--- config.mk ---
export PLATFORM = sky130hd
export DESIGN_NAME = ext_instr_exec
export DESIGN_NICKNAME = d
export VERILOG_FILES = /design/src/pkg/ext_instr_pkg.sv /design/src/ext_alu.sv /design/src/ext_instr_exec.sv
export VERILOG_INCLUDE_DIRS = /design/src /design/src/pkg
export SDC_FILE = /design/constraint.sdc
export NUM_CORES = 1
export LEC_CHECK = 0
export BUFFER_PORTS_ARGS = -buffer_cell sky130_fd_sc_hd__buf_2
export CAP_MARGIN = 20
export CORE_MARGIN = 2
export CORE_UTILIZATION = 40
export DETAILED_ROUTE_END_ITERATION = 10
export PLACE_DENSITY = 0.66
export SLEW_MARGIN = 30
export SYNTH_ARGS = -nofsm -noshare
export SYNTH_HDL_FRONTEND = slang
export SYNTH_HIERARCHICAL = 1
export SYNTH_SLANG_ARGS = --single-unit
--- constraint.sdc ---
create_clock -name clk_sys -period 3 [get_ports clk_sys]
set_input_delay 0.3 -clock clk_sys [delete_from_list [all_inputs] [get_ports clk_sys]]
set_output_delay 0.3 -clock clk_sys [all_outputs]
set_load 0.05 [all_outputs]
--- src/pkg/ext_instr_params.svh ---
`ifndef EXT_INSTR_PARAMS_SVH
`define EXT_INSTR_PARAMS_SVH
`define DATA_W         8
`define DADDR_W        9
`define PADDR_W        16
`define PWORD_W        16
`define ACC_RST        8'h00
`define PTR_RST        8'h00
`define LATCH_RST      8'h00
`define ZERO_BYTE      8'h00
`define LAST_PAGE      8'hFF
`define SKIP_CYCLES    3
`define NORMAL_CYCLES  2
`endif

--- src/pkg/ext_instr_pkg.sv ---
package ext_instr_pkg;
    typedef enum logic [3:0] {
        OP_NONE              = 4'h0,
        OP_MEM_NIBBLE_SWAP   = 4'h1,
        OP_NIBBLE_SWAP_ACC   = 4'h2,
        OP_SKIP_BYTE_ZERO    = 4'h3,
        OP_SKIP_ZERO_MOVE    = 4'h4,
        OP_SKIP_BIT_ZERO     = 4'h5,
        OP_TABLE_PAGED       = 4'h6,
        OP_TABLE_LAST        = 4'h7,
        OP_TABLE_PAGED_INC   = 4'h8,
        OP_TABLE_LAST_INC    = 4'h9,
        OP_XOR_ACC           = 4'hA,
        OP_XOR_MEM           = 4'hB
    } op_e;

    typedef enum logic [1:0] {
        ST_IDLE  = 2'b00,
        ST_EXEC  = 2'b01,
        ST_WRITE = 2'b10,
        ST_DUMMY = 2'b11
    } state_e;
endpackage

--- src/ext_alu.sv ---
`timescale 1ns/1ps
`default_nettype none
`include "ext_instr_params.svh"
module ext_alu
    import ext_instr_pkg::*;
#(
    parameter int DW = `DATA_W
)
(
    input  wire logic [3:0]    op,
    input  wire logic [DW-1:0] memByte,
    input  wire logic [DW-1:0] acc,
    input  wire logic [2:0]    bitSel,
    output logic      [DW-1:0] swapped,
    output logic      [DW-1:0] xorResult,
    output logic               xorZero,
    output logic               skipCond
);
    localparam int HALF = DW / 2;

    always_comb
    begin
        swapped   = {memByte[HALF-1:0], memByte[DW-1:HALF]};
        xorResult = acc ^ memByte;
        xorZero   = (xorResult == DW'(`ZERO_BYTE));
        unique case (op)
            OP_SKIP_BYTE_ZERO, OP_SKIP_ZERO_MOVE:
                skipCond = (memByte == DW'(`ZERO_BYTE));
            OP_SKIP_BIT_ZERO:
                skipCond = ~memByte[bitSel];
            default:
                skipCond = 1'b0;
        endcase
    end
endmodule
`default_nettype wire

--- src/ext_instr_exec.sv ---
`timescale 1ns/1ps
`default_nettype none
`include "ext_instr_params.svh"
module ext_instr_exec
    import ext_instr_pkg::*;
#(
    parameter int DW  = `DATA_W,
    parameter int DAW = `DADDR_W,
    parameter int PAW = `PADDR_W,
    parameter int PWW = `PWORD_W
)
(
    input  wire logic           clk_sys,
    input  wire logic           sys_rst,
    input  wire logic           instrValid,
    input  wire logic [3:0]     instrOp,
    input  wire logic [DAW-1:0] instrAddr,
    input  wire logic [2:0]     instrBit,
    output logic                instrReady,
    output logic                skipTaken,
    output logic                dummyCycle,
    output logic [DAW-1:0]      dmemAddr,
    output logic                dmemRead,
    input  wire logic [DW-1:0]  dmemRdata,
    output logic                dmemWrite,
    output logic [DW-1:0]       dmemWdata,
    output logic [PAW-1:0]      pmemAddr,
    output logic                pmemRead,
    input  wire logic [PWW-1:0] pmemRdata,
    input  wire logic           ptrLowLoad,
    input  wire logic           ptrHighLoad,
    input  wire logic [DW-1:0]  ptrLoadData,
    output logic [DW-1:0]       accumulator,
    output logic                zeroFlag,
    output logic [DW-1:0]       table_high_latch,
    output logic [DW-1:0]       table_ptr_low,
    output logic [DW-1:0]       table_ptr_high
);
    // ----------------------------------------------------------------
    // Sequencer
    // ----------------------------------------------------------------
    state_e        state;
    state_e        next_state;
    logic [3:0]    op;
    logic [3:0]    next_op;
    logic [DAW-1:0] addr;
    logic [DAW-1:0] next_addr;
    logic [2:0]    bitSel;
    logic [2:0]    next_bitSel;
    logic [DW-1:0] next_accumulator;
    logic          next_zeroFlag;
    logic [DW-1:0] next_table_high_latch;
    logic [DW-1:0] next_table_ptr_low;
    logic [DW-1:0] next_table_ptr_high;
    logic [DW-1:0] wdata;
    logic [DW-1:0] next_wdata;
    logic          wr;
    logic          next_wr;
    logic          skipPend;
    logic          next_skipPend;

    logic [DW-1:0] swapped;
    logic [DW-1:0] xorResult;
    logic          xorZero;
    logic          skipCond;

    ext_alu #(.DW(DW)) alu
    (
        .op        (op),
        .memByte   (dmemRdata),
        .acc       (accumulator),
        .bitSel    (bitSel),
        .swapped   (swapped),
        .xorResult (xorResult),
        .xorZero   (xorZero),
        .skipCond  (skipCond)
    );

    wire isTable   = (op == OP_TABLE_PAGED) || (op == OP_TABLE_LAST)
                   || (op == OP_TABLE_PAGED_INC) || (op == OP_TABLE_LAST_INC);
    wire isLast    = (op == OP_TABLE_LAST) || (op == OP_TABLE_LAST_INC);

    always_comb
    begin
        next_state            = state;
        next_op               = op;
        next_addr             = addr;
        next_bitSel           = bitSel;
        next_accumulator      = accumulator;
        next_zeroFlag         = zeroFlag;
        next_table_high_latch = table_high_latch;
        next_table_ptr_low    = table_ptr_low;
        next_table_ptr_high   = table_ptr_high;
        next_wdata            = wdata;
        next_wr               = 1'b0;
        next_skipPend         = 1'b0;
        unique case (state)
            ST_IDLE:
            begin
                if (ptrLowLoad)
                    next_table_ptr_low = ptrLoadData;
                if (ptrHighLoad)
                    next_table_ptr_high = ptrLoadData;
                if (instrValid)
                begin
                    next_op     = instrOp;
                    next_addr   = instrAddr;
                    next_bitSel = instrBit;
                    next_state  = ST_EXEC;
                    // Pre-increment wraps inside the low byte only.
                    if (instrOp == OP_TABLE_PAGED_INC || instrOp == OP_TABLE_LAST_INC)
                        next_table_ptr_low = table_ptr_low + DW'(1);
                end
            end
            ST_EXEC:
            begin
                next_state = ST_WRITE;
                unique case (op)
                    OP_MEM_NIBBLE_SWAP:
                    begin
                        next_wdata = swapped;
                        next_wr    = 1'b1;
                    end
                    OP_NIBBLE_SWAP_ACC:
                        next_accumulator = swapped;
                    OP_SKIP_BYTE_ZERO:
                    begin
                        next_wdata    = dmemRdata;
                        next_wr       = 1'b1;
                        next_skipPend = skipCond;
                    end
                    OP_SKIP_ZERO_MOVE:
                    begin
                        next_accumulator = dmemRdata;
                        next_skipPend    = skipCond;
                    end
                    OP_SKIP_BIT_ZERO:
                        next_skipPend = skipCond;
                    OP_XOR_ACC:
                    begin
                        next_accumulator = xorResult;
                        next_zeroFlag    = xorZero;
                    end
                    OP_XOR_MEM:
                    begin
                        next_wdata    = xorResult;
                        next_wr       = 1'b1;
                        next_zeroFlag = xorZero;
                    end
                    default:
                    begin
                        if (isTable)
                        begin
                            next_wdata            = pmemRdata[DW-1:0];
                            next_wr               = 1'b1;
                            next_table_high_latch = pmemRdata[PWW-1:DW];
                        end
                    end
                endcase
            end
            ST_WRITE:
                next_state = skipPend ? ST_DUMMY : ST_IDLE;
            ST_DUMMY:
                next_state = ST_IDLE;
        endcase
    end

    always_ff @(posedge clk_sys or posedge sys_rst)
    begin
        if (sys_rst)
        begin
            state            <= ST_IDLE;
            op               <= OP_NONE;
            addr             <= '0;
            bitSel           <= 3'h0;
            accumulator      <= `ACC_RST;
            zeroFlag         <= 1'b0;
            table_high_latch <= `LATCH_RST;
            table_ptr_low    <= `PTR_RST;
            table_ptr_high   <= `PTR_RST;
            wdata            <= `ZERO_BYTE;
            wr               <= 1'b0;
            skipPend         <= 1'b0;
        end
        else
        begin
            state            <= next_state;
            op               <= next_op;
            addr             <= next_addr;
            bitSel           <= next_bitSel;
            accumulator      <= next_accumulator;
            zeroFlag         <= next_zeroFlag;
            table_high_latch <= next_table_high_latch;
            table_ptr_low    <= next_table_ptr_low;
            table_ptr_high   <= next_table_ptr_high;
            wdata            <= next_wdata;
            wr               <= next_wr;
            skipPend         <= next_skipPend;
        end
    end

    // ----------------------------------------------------------------
    // Memory ports
    // ----------------------------------------------------------------
    assign instrReady = (state == ST_IDLE);
    assign dmemAddr   = addr;
    assign dmemRead   = (state == ST_EXEC) && !isTable;
    assign dmemWrite  = (state == ST_WRITE) && wr;
    assign dmemWdata  = wdata;
    assign pmemRead   = (state == ST_EXEC) && isTable;
    assign pmemAddr   = {(isLast ? DW'(`LAST_PAGE) : table_ptr_high), table_ptr_low};
    assign skipTaken  = (state == ST_WRITE) && skipPend;
    assign dummyCycle = (state == ST_DUMMY);
endmodule
`default_nettype wire

==> flow_metrics.env, run 1 <==
export IMPL_status="finished, final reports clean"
export IMPL_final_setup_tns_ns=0
export IMPL_cts_resized=0
export IMPL_gp_congestion=0.8479
export IMPL_fillCellCount=811
export IMPL_clockRootBuffer="clkbuf_8"
export IMPL_intPower_uw=2224
export IMPL_final_cell_mix="buf_2, nand2_1, dfrtp_1, mux2_2, nor2_1"
export IMPL_cts_setup_buffers=0
export IMPL_worstHoldPathType="in2reg"
export IMPL_antenna_cells=0
export IMPL_syn2layout_area_growth_pct=23.88
export IMPL_slowest_stage="dfrtp_1"
export IMPL_setup_viol=0
export IMPL_clock_sinks=61
export IMPL_synth_edf_count=0
export IMPL_drv_cap=0
export IMPL_max_freq_mhz=413.7
export IMPL_vdd_drop_max_v=0.0004655
export IMPL_p_per_area_nw_per_um2=1077
export IMPL_yosysWarningCount=6
export IMPL_finClkSkew_ns=0.006472
export IMPL_drv_slew=0
export IMPL_syn_nets=400
export IMPL_drive_gt1_share_pct=37.91
export IMPL_cp_arrival_ns=2.12
export IMPL_max_stage_delay_ns=0.80
export IMPL_die_h_um=96.48
export IMPL_p_leak_uw=0.002053
export IMPL_async_flop_share_pct=100.0
export IMPL_setup_ws_ns=0.5825
export IMPL_nets=508
export IMPL_cts_buffer_depth=2
export IMPL_grt_max_degree=48
export IMPL_grt_setup_unrepaired="no"
export IMPL_period_share_pct=80.58
export IMPL_grt_use_total_pct=18.97
export IMPL_antenna_found_initial=0
export IMPL_grt_pass1_wl_um=13540
export IMPL_ioPinCount=125
export IMPL_switching_share_pct=51.26
export IMPL_reg2regPathDepth=3
export IMPL_path_max_fanout=19
export IMPL_die_area_um2=9307
export IMPL_finalWirelength_um=8596
export IMPL_p_sw_uw=2339
export IMPL_rows=33
export IMPL_wire_per_inst_um=15.24
export IMPL_cts_made_buffers=9
export IMPL_synth_distinct_cells=57
export IMPL_worstSetupStartpointType="flop"
export IMPL_die_x_um=96.48
export IMPL_min_period_ns=2.417
export IMPL_hold_slack_ns=0.1475
export IMPL_layout_commonest_cell="buf_2"
export IMPL_grt_overflow_total=0
export IMPL_synth_area_leaders="dfrtp_1, nand2_1, mux2_2"
export IMPL_worstSetupPathType="reg2out"
export IMPL_syn_area_um2=3421
export IMPL_clock_power_share_pct=17.9
export IMPL_crit_top_cell="nand2b_1"
export IMPL_clkLatencyLatePin_ns=0.33
export IMPL_relSlewSlack_pct=40.82
export IMPL_dp_slack_ns=0.8926
export IMPL_cts_tree="done"
export IMPL_grt_pass1_vias=2729
export IMPL_synth_top_area_share_pct=44.62
export IMPL_synthCells=346
export IMPL_clkTransAtPathRegs_ns=0.07
export IMPL_power_frac_seq_pct=30.1
export IMPL_ys_ff_latch=61
export IMPL_cp_required_ns=2.70
export IMPL_ys_seq_area_share_pct=44.62
export IMPL_port_buffers=124
export IMPL_comb_power_share_pct=51.9
export IMPL_start_util_pct=41.42
export IMPL_avgViaCountPerCell=5.239
export IMPL_hold_depth=3
export IMPL_drtAntennaViolNets=0
export IMPL_syn_area_per_cell_um2=9.887
export IMPL_core_area_um2=8258
export IMPL_dp_hpwl_um=6310
export IMPL_worst_slew_pin_slew_ns=0.8854
export IMPL_synthFlopType="dfrtp_1"
export IMPL_crit_chain="nand2b_1 -> o21ai_1 -> nand2_1 -> nand2b_1 -> buf_2"
export IMPL_drcViolationCount=0
export IMPL_synth_top_area_cell="dfrtp_1"
export IMPL_end_kind="output port"
export IMPL_first_pass_iters=4
export IMPL_num_vias=2955
export IMPL_h_tree_depth=3
export IMPL_hold_viol=0
export IMPL_drt_iter0_drc=121
export IMPL_power_uw=4562
## per-stage QoR
stage	instance area, µm²	std cells	util (%)
2_1_floorplan	3421	346	-
3_3_place_gp	4004	547	48.48
3_5_place_dp	4004	547	48.48
4_1_cts	4238	564	51.32
5_1_grt	4238	564	51.32
6_report	4238	564	51.32
## area by class of cell
| cell class | instances | area, µm² | area share [%] |
|---|---|---|---|
| multi-input combinational | 238 | 1635 | 38.59 |
| sequential | 61 | 1526 | 36.02 |
| timing repair buffer | 130 | 668.1 | 15.77 |
| clock buffer | 10 | 137.6 | 3.248 |
| tap | 105 | 131.4 | 3.100 |
| clock inverter | 6 | 86.33 | 2.037 |
| inverter | 14 | 52.55 | 1.240 |
## flip-flops by register name (all words and copies together), names as in the netlist
signal,count
zeroFlag,1
table_ptr_high,8
accumulator,8
skipPend,1
bitSel,3
wr,1
op,4
table_high_latch,8
dmemAddr,9
state,2
dmemWdata,8
table_ptr_low,8
## worst max-delay path, delay by kind of cell, from the launching register on
family,cells,cell delay (ns)
and+or+nand+nor,3,0.50
DFF,1,0.80
buffers and inverters,1,0.27
AOI/OAI and AO/OA,1,0.22
## Yosys cell counts (all sizes together), types with 2 or more instances
library cell / number
or3b: 2
nand4: 2
buf: 26
nand2: 62
o221ai: 8
mux2: 22
a22oi: 9
nor2b: 2
a21boi: 2
and4: 3
nand3b: 3
nor2: 18
nor3: 5
a31oi: 8
nor4: 3
mux4: 2
a21oi: 8
and2: 7
dfrtp: 61
o21ai: 7
o22ai: 2
nor4b: 2
mux2i: 16
clkbuf: 7
and3b: 2
inv: 14
nand2b: 13
xor2: 8
nand3: 3
## path summary, 6_finish.rpt
kind,start,to,slack [ns]
min in group asynchronous,sys_rst,dmemAddr[7]$_DFFE_PP0P_,0.46
max reg2reg,op[3]$_DFFE_PP0P_,accumulator[5]$_DFFE_PP0P_,0.87
min,instrAddr[0],dmemAddr[0]$_DFFE_PP0P_,0.15
min reg2reg,dmemAddr[6]$_DFFE_PP0P_,dmemAddr[6]$_DFFE_PP0P_,0.48
max in group asynchronous,sys_rst,table_ptr_low[2]$_DFFE_PP0P_,1.62
max,op[3]$_DFFE_PP0P_,pmemAddr[8],0.58
## timing repair
action / in CTS / in global routing
hold endpoints to repair: 14 / 0
endpoints found under the setup margin: 0 / 0
hold buffers: 1 / 0
## routing by layer
layer / part of all wire (%) / global-route usage (%) / routed length (µm)
met1: 44 / 25.66 / 3769
met5: 0 / 0 / 0
met4: 1.1 / 6.103 / 92
met3: 6.1 / 3.879 / 522
met2: 49 / 30.61 / 4211
## power by group through the flow
stage	logic, µW	clock network, µW	registers, µW
after floorplan	1060	0	2210
after global placement	2360	0	1380
after detailed placement	2380	0	1390
after CTS	2380	845	1380
after global routing	2540	882	1430
final	2370	818	1370
## cell families (layout without fill, tap and decap cells)
logic type | Yosys count | count (layout) | share of synthesized area [%]
AO/OA/AOI/OAI | 55 | 55 | 11.96
multiplexers | 40 | 40 | 13.46
adder cells (fa/ha/maj) | 1 | 1 | 0.3657
XOR/XNOR | 8 | 8 | 2.048
buffers and inverters | 47 | 160 | 7.572
flip-flops | 61 | 61 | 44.62
AND/OR/NAND/NOR | 134 | 134 | 19.97
Note: power is estimated with default switching activity, not from simulation.
==> run 2, diff against run 1 <==
Clock period 3 ns to 2.44 ns, I/O delays scaled along.
==> run 2 against run 1 <==
The flow now finishes with violations (hold timing). Register-to-register slack worse by 0.42 ns. Utilization barely moved. Via count is 0.41% higher. Sequential power increased by 22%. Power rose by 21%. Largest power group unchanged.
==> flow_metrics.env, run 2 (synthesis gave the netlist of run 1 again) <==
export IMPL_port_buffers=124
export IMPL_layout_commonest_cell="buf_2"
export IMPL_cts_made_buffers=9
export IMPL_avgViaCountPerCell=5.251
export IMPL_cts_tree="done"
export IMPL_drv_cap=0
export IMPL_gp_congestion=0.8158
export IMPL_ioPinCount=125
export IMPL_clock_sinks=61
export IMPL_die_h_um=96.48
export IMPL_core_area_um2=8258
export IMPL_drcViolationCount=0
export IMPL_clkTransAtPathRegs_ns=0.07
export IMPL_syn2layout_area_growth_pct=23.77
export IMPL_hold_viol=19
export IMPL_clkLatencyLatePin_ns=0.34
export IMPL_num_vias=2967
export IMPL_worst_slew_pin_slew_ns=0.6812
export IMPL_grt_pass1_wl_um=13450
export IMPL_dp_hpwl_um=6475
export IMPL_crit_top_cell="nand2b_1"
export IMPL_period_share_pct=88.36
export IMPL_crit_chain="nand2b_1 -> o21ai_1 -> nand2_1 -> nand2b_1 -> buf_2"
export IMPL_antenna_found_initial=0
export IMPL_p_leak_uw=0.002051
export IMPL_max_freq_mhz=463.8
export IMPL_grt_setup_unrepaired="no"
export IMPL_rr_endpoint="accumulator[6]$_DFFE_PP0P_"
export IMPL_p_sw_uw=2876
export IMPL_grt_overflow_total=0
export IMPL_hold_slack_ns=-0.01402
export IMPL_die_x_um=96.48
export IMPL_reg2reg_slack_ns=0.45
export IMPL_drtAntennaViolNets=0
export IMPL_die_area_um2=9307
export IMPL_clockRootBuffer="clkbuf_8"
export IMPL_grt_max_degree=34
export IMPL_first_pass_iters=4
export IMPL_slowest_stage="dfrtp_1"
export IMPL_cp_startpoint="op[1]$_DFFE_PP0P_"
export IMPL_finalWirelength_um=8776
export IMPL_grt_use_total_pct=18.93
export IMPL_holdBufCountCts=0
export IMPL_intPower_uw=2635
export IMPL_relSlewSlack_pct=54.44
export IMPL_cts_buffer_depth=2
export IMPL_cts_resized=0
export IMPL_final_cell_mix="buf_2, nand2_1, dfrtp_1, mux2_2, nor2_1"
export IMPL_vdd_drop_max_v=0.0006035
export IMPL_cp_arrival_ns=1.91
export IMPL_nets=511
export IMPL_worstSetupStartpointType="flop"
export IMPL_worstHoldPathType="in2async"
export IMPL_stdcell_count=565
export IMPL_start_util_pct=41.42
export IMPL_final_setup_tns_ns=0
export IMPL_setup_viol=0
export IMPL_failed_checks="hold timing"
export IMPL_wire_per_inst_um=15.53
export IMPL_clock_power_share_pct=15.9
export IMPL_switching_share_pct=52.19
export IMPL_cts_setup_buffers=0
export IMPL_worstSetupPathType="reg2out"
export IMPL_largest_register_ffs=9
export IMPL_drive_gt1_share_pct=38.26
export IMPL_comb_power_share_pct=53.9
export IMPL_end_kind="output port"
export IMPL_max_stage_delay_ns=0.50
export IMPL_reg2regPathDepth=4
export IMPL_r2r_start="op[2]$_DFFE_PP0P_"
export IMPL_status="finished, violations left"
export IMPL_h_tree_depth=3
export IMPL_antenna_cells=0
export IMPL_min_period_ns=2.156
export IMPL_grt_pass1_vias=2739
export IMPL_drt_iter0_drc=136
export IMPL_drv_slew=0
export IMPL_rows=33
export IMPL_power_frac_seq_pct=30.3
export IMPL_dp_cells=551
export IMPL_p_per_area_nw_per_um2=1302
export IMPL_finClkSkew_ns=0.009016
export IMPL_cp_required_ns=2.20
export IMPL_path_max_fanout=13
## run 2: cell types whose count changed in the layout (fill, tap and decap cells not counted), sizes merged
| cell | previous run | this run |
|---|---|---|
| bufinv | 2 | 1 |
| clkinv | 3 | 1 |
| dlygate4sd3 | 1 | 0 |
| buf | 129 | 133 |
| clkinvlp | 1 | 2 |
## run 2: worst max-delay path by stage
stage | endpoint | slack [ns] | cells after the start
floorplan | table_ptr_low[6]$_DFFE_PP0P_ | 0.55 | 5
global placement | accumulator[3]$_DFFE_PP0P_ | 0.56 | 4
detailed placement | accumulator[4]$_DFFE_PP0P_ | 0.49 | 4
CTS | pmemAddr[14] | 0.26 | 5
global route | pmemAddr[14] | 0.1 | 5
finish | pmemAddr[14] | 0.28 | 5
## run 2: power by group through the flow
stage | clock network [µW] | registers, µW | logic (µW)
floorplan | 0 | 2710 | 1300
global placement | 0 | 1660 | 2950
detailed placement | 0 | 1680 | 2980
CTS | 893 | 1670 | 2980
global route | 934 | 1730 | 3160
finish | 874 | 1670 | 2970
## run 2: area by class of cell
class | instances | area (µm²)
clock buffers | 10 | 137.6
well taps | 105 | 131.4
flip-flops and latches | 61 | 1526
clock inverters | 4 | 50.05
multi-input cells | 238 | 1635
fillers | 798 | 4024
repair buffers | 133 | 700.7
inverters | 14 | 52.55
## run 2: metrics by stage
step / worst slack, ns / utilization (%) / total power, µW / hold WS (ns) / area [µm²]
floorplan: 0.5520 / - / 4011 / 0.3494 / 3421
global placement: 0.5574 / 49.00 / 4610 / 0.3631 / 4046
detailed placement: 0.4879 / 49.00 / 4661 / 0.3700 / 4046
CTS: 0.2636 / 51.27 / 5544 / 0.002242 / 4234
global route: 0.09950 / 51.27 / 5820 / 0.05093 / 4234
finish: 0.2840 / 51.27 / 5512 / -0.01402 / 4234
## run 2: per-layer routing
metal	part of all wire, %	up-vias	GRT usage, %
li1	-	1415	-
met1	46	1437	26.06
met2	47	104	29.80
met3	5.5	11	3.103
met4	1.1	0	7.629
met5	0	-	0
## run 2: worst max-delay path, delay by kind of cell (launching register included)
| kind | cells | cell delay [ns] |
|---|---|---|
| AO/OA/AOI/OAI | 1 | 0.19 |
| buffers and inverters | 1 | 0.27 |
| flip-flops | 1 | 0.50 |
| AND/OR/NAND/NOR | 3 | 0.61 |
==> run 3, diff against run 2 <==
Clock period 2.44 ns to 2.3 ns, I/O delays scaled along.
==> run 3 against run 2 <==
The flow now finishes without violations. Power up 6.9%. First-iteration DRC count up 5.1%. Final cell count up 1.1%. Non-clock buffer count up 4. Wire length up 0.56%. Hold slack better by 0.087 ns. Critical endpoint is now pmemRead. Largest power group unchanged.
==> flow_metrics.env, run 3 (synthesis gave the netlist of run 1 again) <==
export IMPL_nets=515
export IMPL_syn2layout_area_growth_pct=24.84
export IMPL_cp_arrival_ns=1.88
export IMPL_port_buffers=124
export IMPL_grt_use_total_pct=19.16
export IMPL_period_share_pct=91.67
export IMPL_h_tree_depth=3
export IMPL_drv_cap=0
export IMPL_setup_ws_ns=0.1916
export IMPL_cts_buffer_depth=2
export IMPL_grt_setup_unrepaired="no"
export IMPL_end_kind="output port"
export IMPL_hold_viol=0
export IMPL_die_x_um=96.48
export IMPL_power_uw=5893
export IMPL_finalWirelength_um=8825
export IMPL_worstSetupPathType="reg2out"
export IMPL_final_cell_mix="buf_2, nand2_1, dfrtp_1, mux2_2, nor2_1"
export IMPL_gp_congestion=0.8266
export IMPL_die_area_um2=9307
export IMPL_drv_slew=0
export IMPL_clkLatencyLatePin_ns=0.34
export IMPL_worst_slew_pin_slew_ns=0.5110
export IMPL_clock_sinks=61
export IMPL_crit_path_end="pmemRead"
export IMPL_r2r_start="bitSel[2]$_DFFE_PP0P_"
export IMPL_p_leak_uw=0.002078
export IMPL_grt_max_degree=22
export IMPL_cts_tree="done"
export IMPL_path_max_fanout=13
export IMPL_largest_register_ffs=9
export IMPL_final_setup_tns_ns=0
export IMPL_drcViolationCount=0
export IMPL_drive_gt1_share_pct=39.27
export IMPL_max_freq_mhz=474.3
export IMPL_hold_slack_ns=0.07341
export IMPL_first_pass_iters=7
export IMPL_worstHoldPathType="in2reg"
export IMPL_avgViaCountPerCell=5.175
export IMPL_status="finished, final reports clean"
export IMPL_relSlewSlack_pct=65.81
export IMPL_cp_required_ns=2.07
export IMPL_start_util_pct=41.42
export IMPL_reg2reg_slack_ns=0.46
export IMPL_ioPinCount=125
export IMPL_antenna_found_initial=0
export IMPL_rr_endpoint="skipPend$_DFF_PP0_"
export IMPL_placedInstanceArea_um2=4056
export IMPL_reg2regPathDepth=4
export IMPL_worstSetupStartpointType="flop"
export IMPL_drt_iter0_drc=143
export IMPL_die_h_um=96.48
export IMPL_vdd_drop_max_v=0.0006478
export IMPL_dp_slack_ns=0.4910
export IMPL_grt_pass1_wl_um=13600
export IMPL_cp_startpoint="op[1]$_DFFE_PP0P_"
export IMPL_finClkSkew_ns=0.007703
export IMPL_stdcell_area_um2=4270
export IMPL_p_per_area_nw_per_um2=1380
export IMPL_grt_overflow_total=0
export IMPL_setup_viol=0
export IMPL_layout_commonest_cell="buf_2"
export IMPL_min_period_ns=2.108
export IMPL_antenna_cells=0
export IMPL_core_area_um2=8258
export IMPL_drtAntennaViolNets=0
export IMPL_clkTransAtPathRegs_ns=0.07
export IMPL_num_vias=2955
export IMPL_dp_hpwl_um=6593
export IMPL_clockRootBuffer="clkbuf_8"
export IMPL_cts_made_buffers=9
export IMPL_rows=33
export IMPL_wire_per_inst_um=15.46
export IMPL_grt_pass1_vias=2687
## run 3: cell types whose count changed in the layout (fill, tap and decap cells not counted), sizes merged
cell / previous run / this run
clkbuf: 10 / 9
clkinvlp: 2 / 1
clkinv: 1 / 4
dlygate4sd3: 0 / 1
inv: 14 / 15
buf: 133 / 136
## run 3: what timing repair did
item,in CTS,in global routing
endpoints found under the setup margin,0,8
buffers inserted,0,0
gates resized for setup,0,2
hold buffers,1,0
endpoints found under the hold margin,19,0
## run 3: how the worst min path moves through the flow
stage                       startpoint                       to  cells past startpoint
after floorplan            instrBit[0]    bitSel[0]$_DFFE_PP0P_                      2
after global placement         sys_rst  dmemAddr[7]$_DFFE_PP0P_                      2
after detailed placement       sys_rst  dmemAddr[7]$_DFFE_PP0P_                      2
after CTS                 instrAddr[0]  dmemAddr[0]$_DFFE_PP0P_                      3
after global routing      instrAddr[6]  dmemAddr[6]$_DFFE_PP0P_                      3
final                     instrAddr[2]  dmemAddr[2]$_DFFE_PP0P_                      3
## run 3: per-stage QoR
step / cells / util (%)
6_report: 571 / 51.71
5_1_grt: 571 / 51.71
4_1_cts: 571 / 51.64
3_5_place_dp: 554 / 49.12
3_3_place_gp: 554 / 49.12
2_1_floorplan: 346 / -
## run 3: where the power goes
part	internal, µW	switching, µW	leakage, µW	total, µW
registers	1440	330	0.000722	1770
logic	845	2310	0.00126	3150
clock network	504	468	0.0000996	972
## run 3: metal layers
| metal | vias up | GRT usage [%] | part of all wire [%] | wire length [µm] |
|---|---|---|---|---|
| li1 | 1429 | - | - | - |
| met1 | 1419 | 25.96 | 44 | 3888 |
| met2 | 98 | 30.84 | 48 | 4247 |
| met3 | 9 | 3.336 | 6.7 | 587 |
| met4 | 0 | 7.042 | 1.2 | 102 |
| met5 | - | 0 | 0 | 0 |
## run 3: area by class of cell
| class | count | area [µm²] |
|---|---|---|
| clock buffer | 9 | 123.9 |
| clock inverter | 7 | 73.82 |
| fill | 817 | 3988 |
| inverter | 14 | 52.55 |
| multi-input combinational | 238 | 1642 |
| sequential | 61 | 1526 |
| tap | 105 | 131.4 |
| timing repair buffer | 137 | 720.7 |
## run 3: critical path: stages (launching register included)
cell and delay (ns):
dfrtp_1 0.51, nand2b_1 0.21, o21ai_2 0.17, nor2b_1 0.17, buf_4 0.19, buf_2 0.28
